`src/clkgen_pkg.sv`:
```
package clkgen_pkg;
  // register map
  localparam logic [15:0] CPU_CLOCK_CONTROL_ADDR  = 16'hFFFB;
  localparam logic [7:0]  CPU_CLOCK_CONTROL_RESET = 8'h02;
  localparam int          DIVIDE_SELECT_POS       = 1;
  // timing
  localparam int          STAB_EXP                = 15;
  localparam int          STAB_CYCLES             = 32768;
  localparam int          SLOW_DIV                = 4;
  localparam int          SWITCH_SLOW_CLOCKS      = 4;
  localparam int          SWITCH_FAST_CLOCKS      = 2;
  localparam int          PERIPH_DIV_WIDTH        = 8;
  // sequencer states
  typedef enum logic [3:0]
  {
    ST_RESET  = 4'h1,
    ST_STABLE = 4'h2,
    ST_RUN    = 4'h4,
    ST_STOP   = 4'h8
  } gen_state_type;
endpackage

```
`src/clock_generator.sv`:
```
// How it works
// - reset loads control register with 02, slow divide-by-four clock selected
// - divide-select 0 gives oscillator clock, 1 gives oscillator over four
// - old clock kept for 2 of its own ticks: 2 clocks going slow, up to 8 going fast
// - oscillator held stopped while active-low reset is low
// - after reset oscillator starts and stabilisation wait precedes cpu run
// - stop instruction halts oscillator
// - peripheral clocks divided from system clock, stop with it
// - stop and halt standby modes are supported
// - control register accepts bit and byte writes
`timescale 1ns/1ps
module clock_generator
  import clkgen_pkg::*;
#(
  parameter int STAB_COUNT = STAB_CYCLES
)
(
  // clock and reset
  input  wire logic        core_clk_i,
  input  wire logic        nrst_i,
  // internal bus
  input  wire logic [15:0] bus_addr_i,
  input  wire logic        bus_wr_i,
  input  wire logic        bus_bit_i,
  input  wire logic [2:0]  bus_bit_sel_i,
  input  wire logic [7:0]  bus_wdata_i,
  input  wire logic        bus_rd_i,
  output logic      [7:0]  bus_rdata_o,
  // standby requests
  input  wire logic        stop_req_i,
  input  wire logic        halt_req_i,
  input  wire logic        wake_i,
  // clock outputs
  output logic             osc_run_o,
  output logic             cpu_clk_en_o,
  output logic             cpu_run_o,
  output logic             slow_sel_o,
  output logic             halted_o,
  output logic      [7:0]  periph_div_o
);
  // ----------------------------------------------------------------
  // control register
  // ----------------------------------------------------------------
  logic [7:0]    ctrl_reg;
  logic [7:0]    ctrl_next;
  gen_state_type state_reg;
  logic [15:0]   stab_reg;
  logic          halt_reg;
  logic          slow_reg;
  logic [2:0]    phase_reg;
  logic [2:0]    wait_reg;
  logic          osc_run;
  logic          tick;
  logic          sel_hit;
  logic          switch_pending;
  logic [7:0]    keep_mask;

  assign sel_hit = bus_addr_i == CPU_CLOCK_CONTROL_ADDR;

  // only the divide-select bit has a flip-flop behind it
  assign keep_mask = 8'h01 << DIVIDE_SELECT_POS;

  always_comb
  begin
    ctrl_next = ctrl_reg;
    if (bus_wr_i && sel_hit)
    begin
      if (bus_bit_i)
        ctrl_next[bus_bit_sel_i] = bus_wdata_i[0];
      else
        ctrl_next = bus_wdata_i;
    end
  end

  // only the divide-select bit is stored; others read zero
  always_ff @(posedge core_clk_i or negedge nrst_i)
  begin
    if (!nrst_i)
      ctrl_reg <= CPU_CLOCK_CONTROL_RESET;
    else
      ctrl_reg <= ctrl_next & keep_mask;
  end

  always_ff @(posedge core_clk_i or negedge nrst_i)
  begin
    if (!nrst_i)
      bus_rdata_o <= 8'h00;
    else if (bus_rd_i && sel_hit)
      bus_rdata_o <= ctrl_reg;
    else
      bus_rdata_o <= 8'h00;
  end

  // ----------------------------------------------------------------
  // oscillator sequencer
  // ----------------------------------------------------------------
  always_ff @(posedge core_clk_i or negedge nrst_i)
  begin
    if (!nrst_i)
      state_reg <= ST_RESET;
    else
    begin
      case (state_reg)
        ST_RESET:
          state_reg <= ST_STABLE;
        ST_STABLE:
        begin
          if (stab_reg == 16'(STAB_COUNT - 1))
            state_reg <= ST_RUN;
        end
        ST_RUN:
        begin
          if (stop_req_i)
            state_reg <= ST_STOP;
        end
        ST_STOP:
        begin
          if (wake_i)
            state_reg <= ST_STABLE;
        end
        default:
          state_reg <= ST_RESET;
      endcase
    end
  end

  // the counter runs on the fresh oscillator and restarts on every entry, so a
  // wake from stop gets the full wait again; the cpu waits it out
  always_ff @(posedge core_clk_i or negedge nrst_i)
  begin
    if (!nrst_i)
      stab_reg <= 16'h0000;
    else if (state_reg != ST_STABLE)
      stab_reg <= 16'h0000;
    else if (stab_reg != 16'(STAB_COUNT - 1))
      stab_reg <= stab_reg + 16'h0001;
  end

  assign osc_run = state_reg == ST_STABLE || state_reg == ST_RUN;

  // ----------------------------------------------------------------
  // standby
  // ----------------------------------------------------------------
  // halt stops only the cpu clock, oscillator keeps running
  // a halt request beats a wake in the same cycle so the request is not lost
  always_ff @(posedge core_clk_i or negedge nrst_i)
  begin
    if (!nrst_i)
      halt_reg <= 1'b0;
    else if (state_reg != ST_RUN)
      halt_reg <= 1'b0;
    else if (halt_req_i)
      halt_reg <= 1'b1;
    else if (wake_i)
      halt_reg <= 1'b0;
  end

  // ----------------------------------------------------------------
  // cpu clock selection
  // ----------------------------------------------------------------
  always_ff @(posedge core_clk_i or negedge nrst_i)
  begin
    if (!nrst_i)
      phase_reg <= 3'h0;
    else if (osc_run)
      phase_reg <= (phase_reg == 3'(SLOW_DIV - 1)) ? 3'h0 : phase_reg + 3'h1;
  end

  // tick marks one cpu clock of the current selection
  assign tick = osc_run && (!slow_reg || phase_reg == 3'h0);

  // a pending switch keeps the old clock running until its second tick
  assign switch_pending = slow_reg != ctrl_reg[DIVIDE_SELECT_POS];

  // new selection applied after two old cpu clocks, always at a tick, so the
  // slow period is never cut short; worst case is 2 clocks going slow and 8 going fast
  always_ff @(posedge core_clk_i or negedge nrst_i)
  begin
    if (!nrst_i)
    begin
      slow_reg <= 1'b1;
      wait_reg <= 3'h0;
    end
    else if (!switch_pending)
      wait_reg <= 3'h0;
    else if (tick)
    begin
      if (wait_reg == 3'(SWITCH_FAST_CLOCKS - 1))
      begin
        slow_reg <= ctrl_reg[DIVIDE_SELECT_POS];
        wait_reg <= 3'h0;
      end
      else
        wait_reg <= wait_reg + 3'h1;
    end
  end

  // ----------------------------------------------------------------
  // status outputs
  // ----------------------------------------------------------------
  // the enable stays combinational: it is the strobe the cpu steps on
  assign cpu_clk_en_o = tick && state_reg == ST_RUN && !halt_reg;
  assign cpu_run_o    = state_reg == ST_RUN;
  assign osc_run_o    = osc_run;
  assign slow_sel_o   = slow_reg;
  assign halted_o     = halt_reg || state_reg == ST_STOP;

  // ----------------------------------------------------------------
  // peripheral divider
  // ----------------------------------------------------------------
  clk_divider #(
    .WIDTH (PERIPH_DIV_WIDTH)
  ) u_periph_div (
    .core_clk_i (core_clk_i),
    .nrst_i     (nrst_i),
    .run_i      (osc_run),
    .count_o    (periph_div_o)
  );
endmodule

```
`src/clk_divider.sv`:
```
`timescale 1ns/1ps
module clk_divider
  import clkgen_pkg::*;
#(
  parameter int WIDTH = PERIPH_DIV_WIDTH
)
(
  // clock and reset
  input  wire logic             core_clk_i,
  input  wire logic             nrst_i,
  // control
  input  wire logic             run_i,
  // count
  output logic      [WIDTH-1:0] count_o
);
  // free counter gated by oscillator run state
  always_ff @(posedge core_clk_i or negedge nrst_i)
  begin
    if (!nrst_i)
      count_o <= '0;
    else if (run_i)
      count_o <= count_o + {{(WIDTH-1){1'b0}}, 1'b1};
  end
endmodule

```
`config.mk`:
```
export PLATFORM = sky130hd
export DESIGN_NAME = clock_generator
export DESIGN_NICKNAME = d
export VERILOG_FILES = /design/src/clkgen_pkg.sv /design/src/clock_generator.sv /design/src/clk_divider.sv
export SDC_FILE = /design/constraint.sdc
export NUM_CORES = 1
export LEC_CHECK = 0
export ABC_AREA = 1
export ABC_CLOCK_PERIOD_IN_PS = 1500
export BUFFER_PORTS_ARGS = -buffer_cell sky130_fd_sc_hd__buf_2
export CORE_AREA = 3 3 71 73
export CTS_BUF_LIST = sky130_fd_sc_hd__clkbuf_8
export DETAILED_ROUTE_END_ITERATION = 10
export DIE_AREA = 0 0 74 76
export PLACE_DENSITY = 0.82
export SLEW_MARGIN = 25
export SYNTH_ARGS = -nofsm -noshare
export SYNTH_HDL_FRONTEND = slang
export SYNTH_HIERARCHICAL = 1
export SYNTH_SLANG_ARGS = --single-unit
```
`constraint.sdc`:
```
create_clock -name core_clk_i -period 1.5 [get_ports core_clk_i]
set_input_delay 0.3 -clock core_clk_i [delete_from_list [all_inputs] [get_ports core_clk_i]]
set_output_delay 0.3 -clock core_clk_i [all_outputs]
set_load 0.005 [all_outputs]
```
# --- Word level (Yosys, flattened, before mapping) ---
# Index checks and enable logic that the tools add are counted.
word_totals:
  regBits: 45
  in_bits: 35
  output_inout_bits: 21
  elab_cells: 65
op_classes:
  addsub: 4
  order_cmp: 2
  eq_ne: 16
  muxes: 18
  reduce_logical: 16
ops:
  columns: ["op", "count"]
  rows:
  - ["$mux 16", 2]
  - ["$add 16x1->16 const B", 1]
  - ["$eq 16x15->1 const B", 1]
  - ["$eq 16x16->1 const B", 1]
  - ["$ne 16x15->1 const B", 1]
  - ["$pmux 4 s4", 1]
  - ["$mux 3", 4]
  - ["$mux 4", 3]
  - ["$add 8x1->8 const B", 1]
  - ["$bwmux 8", 1]
  - ["$ne 2x2->1 const B", 4]
  - ["$add 3x1->3 const B", 2]
  - ["$logic_and 1x1->1", 6]
  - ["$reduce_and 3->1", 2]
  - ["$eq 4x1->1 const B", 1]
  - ["$eq 4x2->1 const B", 1]
  - ["$eq 4x3->1 const B", 1]
  - ["$eq 4x4->1 const B", 1]
  - ["$lt 3x4->1 const B", 1]
  - ["$mux 1", 4]
  - ["$mux 2", 2]
  - ["$ne 4x2->1 const B", 1]
  - ["$ne 4x3->1 const B", 1]
  - ["$demux 1 s3", 1]
  - ["9 further kinds", 12]

# --- Longest topological paths before layout ---
# Gate-level depths: netlist (run 1).
depth:
  depth_word: 6
  mapped_depth: 9
  mapped_depth_nobuf: 9

# --- By module ---
# Netlist (run 1), hierarchy kept.
modules_own_cells:
  columns: ["mod", "n_inst", "cells_each", "area_each_um2", "seq_area_each_um2"]
  rows:
  - ["clock_generator", 1, 244, 1836.8, 754.5]
  - ["clk_divider", 1, 40, 375.4, 200.2]

# --- Least setup slack after synthesis (run 1) ---
# Ideal clock, no wire load.
synth_path:
  path_type: "register to output"
  start: "register state_reg[2]"
  end: "output cpu_clk_en_o"
  arrival_ns: 1.155
  t_required_ns: 1.200
  path_slack_ns: 0.045
  stages_incl_launch_ff: 6
  n_path_buf: 0
  cell_sequence: "dfrtp_1 -> nor2_1 -> nand3_1 -> nand2_2 -> nand2_4 -> nor3_1"
synth_between:
  elab_chain_len: 5
  word_cells_on_any_way: 6
  classes_between: "2 x eq/ne; 4 x reduce/logical"
synth_rtl:
  columns: ["item", "line_no", "source"]
  rows:
  - ["start: declaration", "clock_generator.sv:46", "gen_state_type state_reg;"]
  - ["start signal: assignment", "clock_generator.sv:100", "state_reg <= ST_RESET;"]
  - ["start signal: assignment", "clock_generator.sv:105", "state_reg <= ST_STABLE;"]
  - ["start signal: assignment", "clock_generator.sv:109", "state_reg <= ST_RUN;"]
  - ["$eq 4x2->1 or $eq 4x3->1 (tied branches)", "clock_generator.sv:139", "assign osc_run = state_reg == ST_STABLE || state_reg == ST_RUN;"]
  - ["$logic_or 1x1->1 (*)", "clock_generator.sv:139", null]
  - ["named net osc_run_o", "clock_generator.sv:34", "output logic osc_run_o,"]
  - ["$logic_and 1x1->1 (*)", "clock_generator.sv:170", "assign tick = osc_run && (!slow_reg || phase_reg == 3'h0);"]
  - ["$logic_and 1x1->1 (*) (2 in series)", "clock_generator.sv:202", "assign cpu_clk_en_o = tick && state_reg == ST_RUN && !halt_reg;"]
  - ["end: declaration", "clock_generator.sv:35", "output logic cpu_clk_en_o,"]
# Mark *: on every way through the listed nets, which the timed path passes. The rest lies on a longest branch.

# --- Worst setup path after layout (run 1) ---
layout_path:
  start: "register state_reg[0]"
  end: "output halted_o"
layout_between:
  elab_chain_len: 2
layout_rtl:
  columns: ["item", "line_no", "source"]
  rows:
  - ["$eq 4x4->1", "clock_generator.sv:206", "assign halted_o = halt_reg || state_reg == ST_STOP;"]
  - ["$logic_or 1x1->1", "clock_generator.sv:206", null]
  - ["end: declaration", "clock_generator.sv:38", "output logic halted_o,"]
# Every way passes these cells.

==> results of run 1 <==
[report_power, final]
part,switching [mW],leakage (nW),internal [mW],total (mW)
Combinational,0.611,0.972,0.560,1.17
Clock,0.389,0.0714,0.710,1.10
Sequential,0.158,0.505,1.18,1.34
Total,1.16,1.55,2.45,3.61
[routing by layer]
layer | part of all wire (%) | vias up | routed length, um | track usage [%]
met5 | 0 | - | 0 | 0
met4 | 2.3 | 0 | 121 | 5.80
met3 | 6.1 | 16 | 318 | 4.62
met2 | 50 | 76 | 2630 | 30.6
met1 | 41 | 984 | 2140 | 22.1
li1 | - | 1046 | - | -
[stage by stage]
step                cell area (um^2)  util, %  std cells  hold slack, ps  setup slack (ps)
detailed placement              2570     58.1        390             283              15.4
global placement                2570     58.1        390             284              29.3
CTS                             2810     63.7        405             195              -178
global route                    2960     67.0        412             219              -286
floorplan                       2230        -        290            4.41              45.0
finish                          2960     67.0        412             210              -211
[final cells by class]
type | count | share of cell area [%]
Tap cell | 52 | 2.20
Sequential cell | 38 | 32.3
Multi-Input combinational cell | 218 | 41.1
Clock inverter | 2 | 2.03
Clock buffer | 6 | 2.79
Inverter | 26 | 3.81
Timing Repair Buffer | 70 | 15.9
[logic make-up (layout without fill, tap and decap cells)]
kind of cell	count (synthesis)	in the layout	share of synthesized area, %
buf+inv	35	104	7.52
compound gates	23	23	5.77
simple gates	174	175	37.0
mux	2	2	1.02
xor+xnor	7	7	3.11
flops	38	38	43.2
other cells	1	7	0.170
fa+ha+maj	4	4	2.26
[worst max-delay path: stages, from the launching register on]
cell	delay [ps]
dfstp_2	560
nor2_4	60
nand2_1	70
nor2_2	50
or2_4	250
buf_6	120
[worst max path at each step]
stage | from | to | slack (ps) | cells after the start
after floorplan | state_reg[2] | cpu_clk_en_o | 50 | 5
after global placement | state_reg[1] | cpu_clk_en_o | 30 | 6
after global routing | state_reg[2] | cpu_clk_en_o | -290 | 6
after CTS | state_reg[1] | cpu_clk_en_o | -180 | 5
final | state_reg[0] | halted_o | -210 | 5
after detailed placement | state_reg[1] | cpu_clk_en_o | 20 | 6
[cell usage in the layout (no fill, tap or decap), types with 4 or more instances in the layout]
cell      instances
nand2_2           5
conb_1            7
nor2_1           27
buf_6             7
o21ai_0           8
nor2_4            5
inv_1            22
a21oi_1           5
clkbuf_8          6
xor2_1            5
nand2_1          81
nor2_2            4
nand2_4           5
buf_2            39
nand3_1          22
buf_4            22
dfrtp_1          35
nand4_1           6
nand3b_1          4
o21ai_1           4
[timing repair]
item | CTS | global route
pin swaps | 6 | 12
hold buffers | 1 | 0
gates resized for setup | 14 | 24
setup buffers | 6 | 9
setup endpoints to repair | 6 | 26
cloned | 0 | 1
hold endpoints to repair | 35 | 0
==> flow_summary.ini, run 1 <==
[run_status]
status = complete, but fails checks
violations = negative setup slack

[yosys]
synth_flop_cell = dfrtp_1
yosysMostFrequentCell = nand2_1
yosys-top-cells-area = dfrtp_1, nand2_1, nand3_1
synthArstFlopShare_pct = 100
netlist_area_um2 = 2210
yosysTopAreaCell = dfrtp_1
synth.top_cell.area_share_pct = 39.6
synth_warnings = 6
synth_common_cells = nand2_1, dfrtp_1, nor2_1, inv_1, nand3_1
seq_area_frac_synth_pct = 43.2
synth_edf_count = 0
ys_ff_latch = 38
syn_area_per_cell_um2 = 7.79
yosysUniqueCellTypes = 36
syn_inst = 284

[worst_hold_path]
min-delay-start = stop_req_i
hold_path_class = input port to flop
hold_end = state_reg[2]
min_path_cells = 2

[critical_path]
ff2ff_setup_slack_ps = -60
critical_path_required_ps = 1200
path_max_fanout = 3
crit_arrival_ps = 1410
critPathLaunchType = flop
path_class = flop to output pin
reg2regPathDepth = 10
rr_startpoint = state_reg[2]
worstSetupEndpointType = output pin
r2r_end = u_periph_div/count_o[5]

[floorplan]
core-area_um2 = 4410
die_y_um = 76
fp-row-count = 24
die_x_um = 74
initial_core_util_pct = 50.1
dieArea_um2 = 5620
io_pins = 56

[cells_and_area]
antenna_cells = 0
fin_nets = 398
largest_reg_flops = 16
fill_cells = 325
drive_above_1_share_pct = 32.2
regArea_um2 = 955
multi_input_area_um2 = 1210
area_delta_synth_final_pct = 33.8

[timing]
rsz0062_at_grt = true
skew_ps = 4.88
post-route-min-period_ps = 1710
fin_crit_sh_pct = 114
hold_viol = 0
finalSetupViolCount = 7
fmax_mhz = 585
slew_violations = 0
finalWorstSetupSlack_ps = -211
finalSetupTns_ps = -797

[clock_network]
htreeDepth = 2
cts_tree = yes
root_buffer = clkbuf_8
clock_sinks = 38
numCtsBuffers = 5
clock_latency_ps = 300
clockBufferDepth = 2
path_clk_slew_ps = 70

[global_routing]
grt_pass1_vias = 1967
grt_usage_pct = 18.1
grt_pass1_wl_mm = 8.19
grt_overflow_total = 0
grt_max_degree = 39
grt_antenna_before_repair = 0

[power_and_ir_drop]
power.total_mw = 3.61
leakage_nw = 1.55
cellPowerDensity_nw_per_um2 = 1220
vdd_drop_max_v = 0.000851

[routing]
ant_nets = 0
dr.pass1.iters = 4
viasPerCell = 5.15
drcViolationCount = 0
wl_mm = 5.20
drt_iter0_drc = 112
wire_per_inst_um = 12.6
via_count = 2122

[placed_design]
place_hpwl_mm = 3.43
place_congestion = 0.827
numPortBuffers = 42

[run]
drv_cap = 0
Power figures use the tool's default switching activity.
==> run 2: changes to the inputs <==
Settings changed: MAX_ROUTING_LAYER from default to met4.
==> run 2 against run 1 <==
  * Highest routed layer unchanged
  * Worst hold slack improved by 3.8 ps
  * Register-to-register slack about the same
  * Combinational power about the same
  * Via count increased by 0.38%
  * Cell area unchanged
  * Sequential share of layout area unchanged
  * Clock skew about the same
  * Wire length increased by 0.23%
  * Flip-flop and latch count unchanged
  * Critical path depth unchanged
  * The flow still finishes with violations (negative setup slack)
  * Sequential power about the same
  * Worst setup slack improved by 0.71 ps
==> flow_summary.ini, run 2 (same netlist as run 1, synthesis figures left out) <==
[run_status]
status = complete, but fails checks
violations = negative setup slack

[clock_network]
clock_sinks = 38
cts_tree = yes
numCtsBuffers = 5
root_buffer = clkbuf_8
clock_latency_ps = 300
clockBufferDepth = 2
path_clk_slew_ps = 70
htreeDepth = 2

[routing]
via_count = 2130
drcViolationCount = 0
viasPerCell = 5.17
ant_nets = 0
drt_iter0_drc = 124
wl_mm = 5.21
wire_per_inst_um = 12.7
dr.pass1.iters = 4

[cells_and_area]
final_cell_mix = nand2_1, buf_2, dfrtp_1
antenna_cells = 0
layout_commonest_cell = nand2_1
final_cells = 412
largest_reg_flops = 16
area_delta_synth_final_pct = 33.8
drive_above_1_share_pct = 32.2
fin_nets = 398
fin_util_pct = 67.0
fill_cells = 325

[global_routing]
grt_pass1_vias = 1967
grt_max_degree = 39
grt_antenna_before_repair = 0
grt_overflow_total = 0
grt_pass1_wl_mm = 8.19
grt_usage_pct = 18.6

[placed_design]
dp_slack_ps = 15.4
place_congestion = 0.839
numPortBuffers = 42
place_hpwl_mm = 3.43
dp.cells = 390

[timing]
rsz0062_at_grt = true
finalWorstSetupSlack_ps = -210
hold_viol = 0
post-route-min-period_ps = 1710
finalSetupViolCount = 7
skew_ps = 4.61
fin_crit_sh_pct = 114
slew_violations = 0
fmax_mhz = 585

[critical_path]
crit_slowest_cell = dfstp_2
critical_path_required_ps = 1200
path_max_fanout = 3
worstSetupEndpointType = output pin
crit_chain = nor2_4 > nand2_1 > nor2_2 > or2_4 > buf_6
cp_slowest_stage_delay_ps = 570
crit_arrival_ps = 1410
path_class = flop to output pin
critPathLaunchType = flop

[power_and_ir_drop]
p_sw_mw = 1.16
leakage_nw = 1.55
vdd_drop_max_v = 0.000851
p_comb_share_pct = 32.5
power.total_mw = 3.61
power_frac_clock_pct = 30.3
p_int_mw = 2.45
switching_share_pct = 32.1
seqPwrFrac_pct = 37.2
cellPowerDensity_nw_per_um2 = 1220

[floorplan]
core-area_um2 = 4410
initial_core_util_pct = 50.1
dieArea_um2 = 5620
io_pins = 56
die_x_um = 74
die_y_um = 76
fp-row-count = 24

[worst_hold_path]
hold_path_class = input port to flop

[run]
drv_cap = 0
## run 2: cell counts in the layout (fill, tap and decap cells not counted)
Identical to the previous run, type by type.
## run 2: worst paths after layout
path | from | cells past startpoint | slack (ps) | endpoint
max reg2reg | state_reg[2] | 10 | -60 | u_periph_div/count_o[5]
min in group asynchronous | nrst_i | 3 | 490 | stab_reg[6]
min reg2reg | stab_reg[5] | 1 | 500 | stab_reg[5]
max in group asynchronous | nrst_i | 3 | 750 | ctrl_reg[1]
min | stop_req_i | 2 | 210 | state_reg[2]
max | state_reg[0] | 5 | -210 | halted_o
## run 2: metrics by stage
step | hold slack (ps) | TNS (ps) | cell area [um^2]
5_1_grt | 219 | -1560 | 2960
4_1_cts | 195 | -558 | 2810
6_report | 214 | -783 | 2960
3_5_place_dp | 283 | 0 | 2570
3_3_place_gp | 284 | 0 | 2570
2_1_floorplan | 4.41 | 0 | 2230
## run 2: repair_timing
action	in CTS	in global routing
resized for setup	14	24
hold buffers	1	0
buffers inserted	6	9
hold endpoints to repair	35	0
cloned	0	1
pin swaps	6	12
setup endpoints to repair	6	26
## run 2: worst max-delay path: cells and delay by family, from the launching register on
family / cells / cell delay [ps]
buffers and inverters: 1 / 120
DFF: 1 / 570
and+or+nand+nor: 4 / 430
## run 2: layout make-up
type,count,area (um^2),share of cell area [%]
flip-flops and latches,38,955,32.3
well taps,52,65.1,2.20
clock inverters,2,60.1,2.03
inverters,26,113,3.81
multi-input cells,218,1210,41.1
repair buffers,70,469,15.9
clock buffers,6,82.6,2.79
## run 2: per-layer routing
metal | global-route usage, % | wire length (um)
met4 | 5.80 | 107
met1 | 22.2 | 2180
met2 | 30.6 | 2630
met5 | - | 0
met3 | 4.49 | 299
## run 2: power groups by stage
stage	registers, mW	logic [mW]	clock network, mW
finish	1.34	1.17	1.10
global route	1.37	1.29	1.15
CTS	1.32	0.980	1.11
detailed placement	1.33	0.858	0
global placement	1.32	0.831	0
floorplan	1.32	0.485	0
==> run 3: changes to the inputs <==
Settings changed: CORE_AREA 3 3 71 73 to 3 3 72 74, DIE_AREA 0 0 74 76 to 0 0 75 77, PLACE_DENSITY 0.82 to 0.81, SLEW_MARGIN 25 to default, SYNTH_HIERARCHICAL 1 to default.
==> run 3 against run 2 <==
  * The flow still finishes with violations (negative setup slack)
  * Clock-buffer cell count did not move
  * Critical path depth is 1 higher
  * Worst hold slack got worse by 170 ps
  * Synthesized cell count grew 1.4%
  * Wire length decreased by 4.8%
  * Sequential power about the same
  * Largest power group unchanged
  * Highest routed layer unchanged
  * Non-clock buffer count down 6
  * Clock power decreased by 34%
  * Critical path type unchanged
  * First-iteration DRC count shrank 2.4%
==> flow_summary.ini, run 3 <==
[timing]
rsz0062_at_grt = true
fin_crit_sh_pct = 112
hold-worst-slack_ps = 47.7
slew_violations = 0
skew_ps = 3.39
post-route-min-period_ps = 1680
fmax_mhz = 594
finalWorstSetupSlack_ps = -185
finalSetupViolCount = 4
hold_viol = 0

[yosys]
synth_edf_count = 0
synth_warnings = 0
yosysUniqueCellTypes = 34
syn_area_per_cell_um2 = 7.83
ys_ff_latch = 38
synth_common_cells = nand2_1, dfrtp_1, nor2_1, nand3_1, inv_1
synth_flop_cell = dfrtp_1
synth.top_cell.area_share_pct = 38.8
yosys-top-cells-area = dfrtp_1, nand2_1, nor2_1
syn_inst = 288
netlist_area_um2 = 2260
yosysMostFrequentCell = nand2_1
synthArstFlopShare_pct = 100
seq_area_frac_synth_pct = 42.3
yosysTopAreaCell = dfrtp_1

[routing]
drt_iter0_drc = 121
via_count = 2042
dr.pass1.iters = 7
ant_nets = 0
viasPerCell = 4.98
wl_mm = 4.96
drcViolationCount = 0
wire_per_inst_um = 12.1

[critical_path]
critPathLaunchType = flop
reg2regPathDepth = 7
critical_path_required_ps = 1200
path_max_fanout = 5
path_class = flop to output pin
crit_arrival_ps = 1380
worstSetupEndpointType = output pin

[cells_and_area]
regArea_um2 = 956
final_cell_area_um2 = 2810
largest_reg_flops = 16
final_cell_mix = nand2_1, buf_2, dfrtp_1
fill_cells = 407
layout_commonest_cell = nand2_1
multi_input_area_um2 = 1190
antenna_cells = 0
drive_above_1_share_pct = 29.8
area_delta_synth_final_pct = 24.5
fin_nets = 394
fin_util_pct = 60.3

[worst_hold_path]
hold_path_class = input port to async pin

[power_and_ir_drop]
cellPowerDensity_nw_per_um2 = 1170
vdd_drop_max_v = 0.000802
leakage_nw = 1.46

[clock_network]
numCtsBuffers = 5
path_clk_slew_ps = 80
clockBufferDepth = 2
root_buffer = clkbuf_8
clock_sinks = 38
cts_tree = yes
clock_latency_ps = 290
postCtsHoldBufs = 0
htreeDepth = 2

[floorplan]
core-area_um2 = 4660
fp-row-count = 25
die_y_um = 77
dieArea_um2 = 5780
initial_core_util_pct = 48.4
die_x_um = 75
io_pins = 56

[placed_design]
placed_area_um2 = 2590
numPortBuffers = 42
place_hpwl_mm = 3.63
place_congestion = 0.910

[run_status]
status = complete, but fails checks
violations = negative setup slack

[global_routing]
grt_max_degree = 39
grt_pass1_wl_mm = 8.67
grt_antenna_before_repair = 0
grt_usage_pct = 19.7
grt_pass1_vias = 2086
grt_overflow_total = 0

[run]
drv_cap = 0
==> run 3: cell types whose count changed after synthesis, sizes merged, moves of 2 or more <==
cell and delta:
a21oi +3, nor2 +4, nand3 +2, nand2 -4
nor3 +2, xnor2 +2, nand4 -3
==> run 3: final timing paths <==
| check | startpoint | endpoint | slack (ps) |
|---|---|---|---|
| max in group asynchronous | nrst_i | slow_sel_o | 1090 |
| worst min-delay path | nrst_i | stab_reg[13] | 50 |
| worst max register to register | state_reg[0] | u_periph_div.count_o[0] | 70 |
| min in group core_clk_i | bus_rd_i | bus_rdata_o[1] | 250 |
| worst max-delay path | state_reg[1] | cpu_clk_en_o | -180 |
| worst min register to register | ctrl_reg[1] | slow_sel_o | 500 |
==> run 3: through the flow <==
stage	TNS [ps]	setup slack, ps	total power [mW]	instances
floorplan	0	78.5	1.95	294
global placement	0	72.5	2.30	396
detailed placement	0	16.6	2.34	396
CTS	-630	-184	3.23	409
global route	-858	-273	3.52	410
finish	-595	-185	3.28	410
==> run 3: layer usage <==
layer	global-route usage, %	vias to the layer above	share of wire (%)
met5	-	-	0
met4	4.98	0	1.4
met3	4.46	8	3.5
met2	33.4	37	53
met1	23.1	956	42
li1	-	1041	-
==> run 3: final cells by class <==
type                            instances  area share [%]
Timing Repair Buffer                   64            14.2
Clock inverter                          2           0.312
Tap cell                               54            2.41
Clock buffer                            6            2.94
Multi-Input combinational cell        220            42.5
Inverter                               26            3.56
Sequential cell                        38            34.0
==> run 3: where the power goes <==
group / switching (mW) / internal, mW / total, mW
Combinational: 0.643 / 0.568 / 1.21
Clock: 0.365 / 0.364 / 0.730
Sequential: 0.156 / 1.18 / 1.34
Total: 1.16 / 2.12 / 3.28
==> run 3: repair_timing <==
action                     CTS  global route
gates resized for setup     14             7
setup endpoints to repair    4            17
pin swaps                    5             4
setup buffers                5             1
==> run 3: critical path, stage by stage (launching register included) <==
cell	delay, ps
dfrtp_1	410
nor2_4	160
nand3_4	130
nand2_4	90
nand2_2	60
nor3_2	110
buf_2	130
==> run 3: kinds of logic after synthesis <==
logic type / count (synthesis) / share of synthesized area, %
buf+inv: 36 / 7.99
fa+ha+maj: 4 / 2.22
flops: 38 / 42.3
simple gates: 174 / 36.8
xor+xnor: 10 / 3.88
mux: 1 / 0.499
other cells: 1 / 0.166
compound gates: 24 / 6.16
